--- config.mk ---
export PLATFORM = sky130hd
export DESIGN_NAME = rtcci_ctrl
export DESIGN_NICKNAME = d
export VERILOG_FILES = /design/src/shared/rtcci_pkg.sv /design/src/hdl/rtcci_ctrl.sv /design/src/hdl/rtcci_sticky_bit.sv
export VERILOG_INCLUDE_DIRS = /design/src /design/src/shared
export SDC_FILE = /design/constraint.sdc
export NUM_CORES = 1
export LEC_CHECK = 0
export BUFFER_PORTS_ARGS = -buffer_cell sky130_fd_sc_hd__buf_4
export CAP_MARGIN = 20
export CORE_ASPECT_RATIO = 0.7
export CORE_MARGIN = 2
export CORE_UTILIZATION = 42
export CTS_CLUSTER_DIAMETER = 80
export CTS_CLUSTER_SIZE = 10
export DETAILED_ROUTE_END_ITERATION = 10
export GPL_ROUTABILITY_DRIVEN = 0
export PLACE_DENSITY = 0.71
export SLEW_MARGIN = 20
export SYNTH_ARGS = -nofsm -noshare
export SYNTH_HDL_FRONTEND = slang
export SYNTH_SLANG_ARGS = --single-unit
--- constraint.sdc ---
create_clock -name sys_clk_i -period 0.9 [get_ports sys_clk_i]
set_input_delay 0.09 -clock sys_clk_i [delete_from_list [all_inputs] [get_ports sys_clk_i]]
set_output_delay 0.09 -clock sys_clk_i [all_outputs]
set_load 0.05 [all_outputs]
--- src/shared/rtcci_regs.svh ---
`ifndef RTCCI_REGS_SVH
`define RTCCI_REGS_SVH

// register offsets on the serial register port
`define RTCCI_OFS_IRQ_EN     8'h01
`define RTCCI_OFS_IRQ_FLAGS  8'h02
`define RTCCI_OFS_STATUS     8'h03
`define RTCCI_OFS_RESET      8'h04

// field positions in interrupt_enable and interrupt_flags
`define RTCCI_SRC_LSB        0
`define RTCCI_SRC_MSB        4
// field positions in device_status
`define RTCCI_ST_LOWVOLT1    2
`define RTCCI_ST_LOWVOLT2    3
`define RTCCI_ST_SELFREC     4
`define RTCCI_ST_POWER_ON    5
`define RTCCI_ST_NVM_BUSY    7
// field position in system_reset_trigger
`define RTCCI_RST_RESTART    4

// reset values
`define RTCCI_IRQ_EN_RST     5'h00
`define RTCCI_FLAG_CELLS_RST 9'h100

`endif

--- src/shared/rtcci_pkg.sv ---
package rtcci_pkg;

    // one access from the serial interface's byte decoder
    typedef struct packed {
        logic       wr;
        logic       rd;
        logic [7:0] addr;
        logic [7:0] wdata;
    } rtcci_req_t;

    // one-cycle event pulses from the clock core, same order as the enable bits
    typedef struct packed {
        logic selfrec;
        logic lowvolt2;
        logic lowvolt1;
        logic countdown;
        logic alarm;
    } rtcci_evt_t;

endpackage

--- src/hdl/rtcci_ctrl.sv ---
// Purpose: control-page interrupt enable, interrupt flag, status and reset registers.
// Assumes: accesses come one per cycle from the serial interface byte decoder.
// Notes:   reset_i is the power-on reset of the device.
// Summary of operation
// - unimplemented bits of the four registers always read back as zero
// - writing one to restart bit pulses a system restart; zero does nothing
// - power-on flag is set at power-up and held until written zero
// - self-recovery status flag sets whenever a self-recovery reset occurred
`include "rtcci_regs.svh"
module rtcci_ctrl (
    // clock and reset
    input  wire logic                 sys_clk_i,
    input  wire logic                 reset_i,
    // register port
    input  wire rtcci_pkg::rtcci_req_t reg_req_i,
    output logic [7:0]                reg_rdata_o,
    output logic                      reg_rvalid_o,
    // hardware events and levels
    input  wire rtcci_pkg::rtcci_evt_t evt_i,
    input  wire logic                 nvm_busy_i,
    // outputs to the device
    output logic                      irq_o,
    output logic                      system_restart_o
);
    import rtcci_pkg::*;

    localparam int NCELL = 9;
    localparam int C_V1  = 5;
    localparam int C_V2  = 6;
    localparam int C_SR  = 7;
    localparam int C_PON = 8;

    function automatic logic hit(input logic [7:0] addr, input logic [7:0] ofs);
        hit = (addr == ofs);
    endfunction

    ////////////////////////////////////////////////////////////////////////////
    // decode

    logic       wr_en;
    logic       wr_flags;
    logic       wr_status;
    logic       wr_reset;
    logic [4:0] src_evt;

    always_comb begin
        wr_en     = reg_req_i.wr & hit(reg_req_i.addr, `RTCCI_OFS_IRQ_EN);
        wr_flags  = reg_req_i.wr & hit(reg_req_i.addr, `RTCCI_OFS_IRQ_FLAGS);
        wr_status = reg_req_i.wr & hit(reg_req_i.addr, `RTCCI_OFS_STATUS);
        wr_reset  = reg_req_i.wr & hit(reg_req_i.addr, `RTCCI_OFS_RESET);
        src_evt   = evt_i;
    end

    ////////////////////////////////////////////////////////////////////////////
    // flag cells: 0..4 interrupt flags, then lowvolt1, lowvolt2, selfrec, power-on

    localparam logic [NCELL-1:0] CELL_INIT = `RTCCI_FLAG_CELLS_RST;

    logic [NCELL-1:0] cell_set;
    logic [NCELL-1:0] cell_clr;
    logic [NCELL-1:0] cell_q;

    always_comb begin
        cell_set = '0;
        cell_clr = '0;
        cell_set[4:0]  = src_evt;
        cell_set[C_V1] = evt_i.lowvolt1;
        cell_set[C_V2] = evt_i.lowvolt2;
        cell_set[C_SR] = evt_i.selfrec;
        // writing zero clears a flag; writing one leaves it alone
        if (wr_flags) begin
            cell_clr[4:0] = ~reg_req_i.wdata[`RTCCI_SRC_MSB:`RTCCI_SRC_LSB];
        end
        // a restart drops pending interrupts but keeps the status history
        if (system_restart_o) begin
            cell_clr[4:0] = 5'h1F;
        end
        if (wr_status) begin
            cell_clr[C_V1]  = ~reg_req_i.wdata[`RTCCI_ST_LOWVOLT1];
            cell_clr[C_V2]  = ~reg_req_i.wdata[`RTCCI_ST_LOWVOLT2];
            cell_clr[C_SR]  = ~reg_req_i.wdata[`RTCCI_ST_SELFREC];
            cell_clr[C_PON] = ~reg_req_i.wdata[`RTCCI_ST_POWER_ON];
        end
    end

    genvar g;
    generate
        for (g = 0; g < NCELL; g++) begin : gen_cell
            rtcci_sticky_bit #(
                .INIT (CELL_INIT[g])
            ) u_cell (
                .sys_clk_i (sys_clk_i),
                .reset_i   (reset_i),
                .set_i     (cell_set[g]),
                .clr_i     (cell_clr[g]),
                .flag_o    (cell_q[g])
            );
        end
    endgenerate

    ////////////////////////////////////////////////////////////////////////////
    // enables, restart, interrupt, read data

    logic [4:0] irq_en;
    logic [4:0] next_irq_en;
    logic       next_restart;
    logic       next_irq;
    logic [7:0] next_rdata;
    logic       next_rvalid;

    always_comb begin
        next_irq_en = irq_en;
        if (system_restart_o) begin
            next_irq_en = `RTCCI_IRQ_EN_RST;
        end else if (wr_en) begin
            next_irq_en = reg_req_i.wdata[`RTCCI_SRC_MSB:`RTCCI_SRC_LSB];
        end
        next_restart = wr_reset & reg_req_i.wdata[`RTCCI_RST_RESTART];
        next_irq     = |(cell_q[4:0] & irq_en);
        next_rvalid  = reg_req_i.rd;
        next_rdata   = 8'h00;
        if (reg_req_i.rd) begin
            unique case (1'b1)
                hit(reg_req_i.addr, `RTCCI_OFS_IRQ_EN): begin
                    next_rdata[`RTCCI_SRC_MSB:`RTCCI_SRC_LSB] = irq_en;
                end
                hit(reg_req_i.addr, `RTCCI_OFS_IRQ_FLAGS): begin
                    next_rdata[`RTCCI_SRC_MSB:`RTCCI_SRC_LSB] = cell_q[4:0];
                end
                hit(reg_req_i.addr, `RTCCI_OFS_STATUS): begin
                    next_rdata[`RTCCI_ST_NVM_BUSY] = nvm_busy_i;
                    next_rdata[`RTCCI_ST_POWER_ON] = cell_q[C_PON];
                    next_rdata[`RTCCI_ST_SELFREC]  = cell_q[C_SR];
                    next_rdata[`RTCCI_ST_LOWVOLT2] = cell_q[C_V2];
                    next_rdata[`RTCCI_ST_LOWVOLT1] = cell_q[C_V1];
                end
                // restart bit is a trigger only and reads back as zero
                default: begin
                    next_rdata = 8'h00;
                end
            endcase
        end
    end

    always_ff @(posedge sys_clk_i) begin
        if (reset_i) begin
            irq_en           <= `RTCCI_IRQ_EN_RST;
            system_restart_o <= 1'b0;
            irq_o            <= 1'b0;
            reg_rdata_o      <= 8'h00;
            reg_rvalid_o     <= 1'b0;
        end else begin
            irq_en           <= next_irq_en;
            system_restart_o <= next_restart;
            irq_o            <= next_irq;
            reg_rdata_o      <= next_rdata;
            reg_rvalid_o     <= next_rvalid;
        end
    end

    ////////////////////////////////////////////////////////////////////////////
    // checks

    logic [7:0] rd_addr_q;
    always_ff @(posedge sys_clk_i) begin
        rd_addr_q <= reg_req_i.addr;
    end
endmodule

--- src/hdl/rtcci_sticky_bit.sv ---
// Purpose: one sticky flag, set by hardware, cleared by a party outside.
// Assumes: set and clr are synchronous one-cycle strobes.
// Notes:   set wins over a clear in the same cycle, so no event is lost.
module rtcci_sticky_bit #(
    parameter logic INIT = 1'b0
) (
    // clock and reset
    input  wire logic sys_clk_i,
    input  wire logic reset_i,
    // control
    input  wire logic set_i,
    input  wire logic clr_i,
    // state
    output logic      flag_o
);
    logic next_flag;

    always_comb begin
        next_flag = set_i | (flag_o & ~clr_i);
    end

    always_ff @(posedge sys_clk_i) begin
        if (reset_i) begin
            flag_o <= INIT;
        end else begin
            flag_o <= next_flag;
        end
    end
endmodule

# [After elaboration in Yosys (flattened, before gate mapping)]
# Index checks and enable logic that the tools add are counted.
[op_classes] reduce_logical=4 eq_ne=4 muxes=5 bitwise=39
[ops] operator="$eq A8 B2 Y1 const B" n=2
[ops] operator="$not A1 Y1" n=15
[ops] operator="$and A1 B1 Y1" n=14
[ops] operator="$mux W5" n=2
[ops] operator="$pmux W3 S3" n=1
[ops] operator="$eq A8 B1 Y1 const B" n=1
[ops] operator="$eq A8 B3 Y1 const B" n=1
[ops] operator="$or A1 B1 Y1" n=8
[ops] operator="$and A5 B5 Y5" n=1
[ops] operator="$not A5 Y5" n=1
[ops] operator="$reduce_or A5 Y1" n=1
[ops] operator="$mux W4" n=1
[ops] operator="$pmux W2 S2" n=1
[ops] operator="$reduce_or A2 Y1" n=2
[ops] operator="$reduce_or A3 Y1" n=1
[word_totals] ff_bits=25 output_inout_bits=11 elab_cells=68 input_bits=26

# [Longest topological paths before layout]
[logic_depth] word_depth=7 ltp_mapped=3 depth_no_buf=3

# [By module]
# Synthesis repeated with hierarchy kept, for this count alone.
[hier_totals] hier_cells=119 area_unflattened_um2=1101.1
[modules_own_cells] mod="rtcci_ctrl" area_per_inst_um2=758.2 cells_each=83 instances=1 seq_area_each_um2=300.3
[modules_own_cells] mod="rtcci_sticky_bit (gen_cell[0].u_cell ...)" area_per_inst_um2=38.8 cells_each=4 instances=8 seq_area_each_um2=20.0
[modules_own_cells] mod="rtcci_sticky_bit (gen_cell[8].u_cell)" area_per_inst_um2=32.5 cells_each=4 instances=1 seq_area_each_um2=20.0

# [Least setup slack after synthesis]
# No wires, ideal clock.
[synth_timing] kind="reg-to-reg" from="register system_restart_o" to="register irq_en[0]" n_path_buf=0 required_ns=0.777 setup_time_ns=0.123 path_stages_with_launch=4 slack_ns=-0.286 period_less_slack_ns=1.186 arrival_ns=1.063 path_cell_list="dfxtp_1 > nor2_1 > nand2_1 > mux2i_1"
[synth_via] elab_chain_cells=1
[synth_rtl] item="start: declaration" line_no="rtcci_ctrl.sv:23" source="output logic system_restart_o"
[synth_rtl] item="start signal: assignment" line_no="rtcci_ctrl.sv:154" source="system_restart_o <= next_restart;"
[synth_rtl] item="$reduce_or A2 Y1 (no source line)"
[synth_rtl] item="end signal: assignment" line_no="rtcci_ctrl.sv:147" source="irq_en <= `RTCCI_IRQ_EN_RST;"
[synth_rtl] item="end signal: assignment" line_no="rtcci_ctrl.sv:153" source="irq_en <= next_irq_en;"
[synth_rtl] item="end: declaration" line_no="rtcci_ctrl.sv:104" source="logic [4:0] irq_en;"
# No other way between the ends.
# A chain may end at the register's enable or synchronous reset.

# [Final worst setup path]
[layout_timing] from="register system_restart_o" to="output port system_restart_o"
# No word-level cell between the ends.

==> summary.md <==
| Metric | Value |
|---|---|
| Run status | complete, but fails checks |
| Failing checks | negative setup slack |
| Max-cap violations | 0 |
| Synthesized area | slightly below 0.001 sq mm |
| Unrepaired setup endpoints after global routing | yes |
| Comb pwr share | 15.3% |
| Layout Nets | about 180 |
| Synth cell types | 24 |
| Drt via density | approximately 5.3 |
| First-pass GRT wire length | 4390 um |
| DIE AREA | about 0.0027 sq mm |
| CTS max path bufs | 2 |
| Sw Share | about a quarter |
| Final worst-path cycle share | 106% |
| CP Data Arrival Time | 0.86 ns |
| Psw | about 460 uW |
| Clock transition at the registers of the reported paths | between 0.1 and 0.15 ns |
| Hold Violations, Final | 0 |
| Clock Skew | about 0.0035 ns |
| # H-tree levels | 1 |
| Share of cells above drive strength 1 | around half |
| Clock sinks | 24 |
| Worst setup margin | -0.0549 ns |
| Routed WL | approximately 2700 um |
| Tmin final | around 0.95 ns |
| Ys Warns | 0 |
| Leak | around 0.00066 uW |
| Max FO, Critical Path | 5 |
| Maximum VDD drop | between 1 and 1.5 mV |
| Row count | 14 |
| #FFs+latches synth | 24 |
| Vias in the first global route | slightly below 1000 |
| Worst setup startpoint | system_restart_o$_SDFF_PP0_ |
| Chip width | a little over 60 um |
| # diodes | 0 |
| Largest net degree at the start of global routing | 14 |
| IO Port Bufs | 33 |
| Worst hold margin | 0.0140 ns |
| Total power | a little under 2000 uW |
| GR Overflow Total | 0 |
| Ports | 37 |
| DP HPWL | about 2100 um |
| Pwr/cell area | approximately 1300 mW/mm^2 |
| Antenna violation net count after detailed routing | 0 |
| Final setup fails | 2 |
| Synth-to-layout area growth | 55.4% |
| Routed len/inst | around 15 um |
| Critical path, cell by cell | buf_8 |
| Min-delay worst type | in -> reg |
| Largest stage delay on the critical path | roughly 0.41 ns |
| Skew-Pair Late Insertion Delay | roughly 0.3 ns |
| CP Launch Type | register |
| Worst Path Buf+Inv | 1 |
| Worst Min Path Start | nvm_busy_i |
| GRT Total Usage | a little under a quarter |
| Core Box Area | approximately 0.0022 sq mm |
| Pint | 1490 uW |
| Via count | roughly 960 |
| CTS root buf | clkbuf_4 |
| Critical path's top delay family | flip-flops |
| Worst path required time | 0.81 ns |
| Maximum clock rate | around 1000 MHz |
| Seq/Total Area, Yosys | approximately 49% |
| Crit end category | output port |
| Placed Cells | approximately 180 |
| Number of iterations in the first detailed-routing pass | 4 |
| Clk pwr share | roughly 28% |
| Seq pwr share | ~57% |
| TritonCTS Buffers | 3 |
| Worst Setup Path Type | reg -> out |
| Pre-CTS WS | -0.307 ns |
| CTS tree | yes |
| Initial Utilization | ~45% |
| Average size of a mapped cell | 9.68 sq um |
| Worst R2R Start | irq_en[3]$_SDFFE_PP0P_ |
| Antenna violations before repair | 0 |
| Initial DRC Count | 45 |
| # DRC | 0 |
| Syn_nets | between 100 and 150 |
| Non-Filler Instances | 181 |
| Crit path max-delay cell type | dfxtp_4 |
| Fin. max-slew vios | 0 |
| Height of the die | between 40 and 50 um |
| Post-Syn Instances | ~100 |
cell type report:
class                      instances  area (sq um)
fill                             179           653
multi-input combinational         74           512
sequential                        24           500
timing repair buffer              46           427
tap                               32          40.0
clock buffer                       4          36.3
inverter                           1          3.75
metal layers:
layer  vias up  track usage, %  wire [um]
li1        461               -          -
met1       450            30.4       1190
met2        38            35.8       1200
met3         6            6.43        225
met4         0            6.38         49
met5         -               0          0
flip-flops by register name (all words and copies together), names as in the netlist:
name                    count
system_restart_o            1
irq_o                       1
reg_rvalid_o                1
reg_rdata_o                 7
irq_en                      5
gen_cell.u_cell.flag_o      9
worst paths after layout:
path | end | slack (ns) | cells after the start
setup / recovery | system_restart_o | -0.05 | 1
hold / removal | reg_rdata_o[7]$_SDFF_PP0_ | 0.01 | 2
setup reg to reg | reg_rdata_o[3]$_SDFF_PP0_ | -0.01 | 3
hold reg to reg | reg_rdata_o[5]$_SDFF_PP0_ | 0.48 | 1
layout by cell type, fill, tap and decap left out, types with 3 or more instances in the layout:
cell      count
buf_4        34
nor2_1       13
dfxtp_2      13
nand2_1      10
dfxtp_1      10
buf_8        10
nor2b_1       6
a211oi_1      6
a21oi_1       5
nor3b_1       5
mux2i_1       5
a22oi_1       3
a22oi_2       3
clkbuf_4      3
Yosys cell counts (all sizes together):
library cell   n  share of area (%)
a22oi          6                4.6
nor4           1                2.2
a222oi         1                1.0
and3           3                2.0
clkbuf         1               0.38
a21oi          5                2.6
buf            1               0.77
nand4          2                1.9
nor3b          5                3.8
a31oi          2                1.3
mux2           3                3.5
inv            1               0.38
and4           1                1.2
nor2b          6                3.8
mux2i          5                5.1
dfxtp         24                 49
conb           1               0.38
a211oi         6                4.6
nand3          1               0.51
nor2          14                5.4
nand2         10                3.8
o21bai         2                1.5
power by group through the flow:
stage	sequential, uW	combinational [uW]	clock [uW]
floorplan	1130	103	0
global placement	1130	264	0
detailed placement	1130	273	0
CTS	1110	281	552
global route	1110	323	597
finish	1110	298	543
per-stage QoR:
step                      cell area, sq um  setup TNS [ns]  util (%)
after detailed placement              1350           -5.14      62.2
after floorplan                        983          -0.229         -
after global routing                  1520          -0.712      69.9
after CTS                             1450         -0.0950      66.8
after global placement                1350           -3.99      62.2
final                                 1520         -0.0669      69.9
cells by family (layout without fill, tap and decap cells):
kind of cell	after synthesis	after routing	share of synthesized area, %
AOI/OAI and AO/OA	22	22	15.6
buffers and inverters	3	51	1.54
DFF	24	24	49.2
muxes	8	8	8.58
other	1	1	0.384
and+or+nand+nor	43	43	24.7
what timing repair did:
action                                  in CTS  in global routing
endpoints found under the hold margin        1                  0
cloned                                       0                  0
resized for setup                           19                 21
pin swaps                                    0                  1
hold buffers                                 1                  0
buffers inserted                             0                  0
endpoints found under the setup margin      14                 22
(Power assumes the default switching activity.)
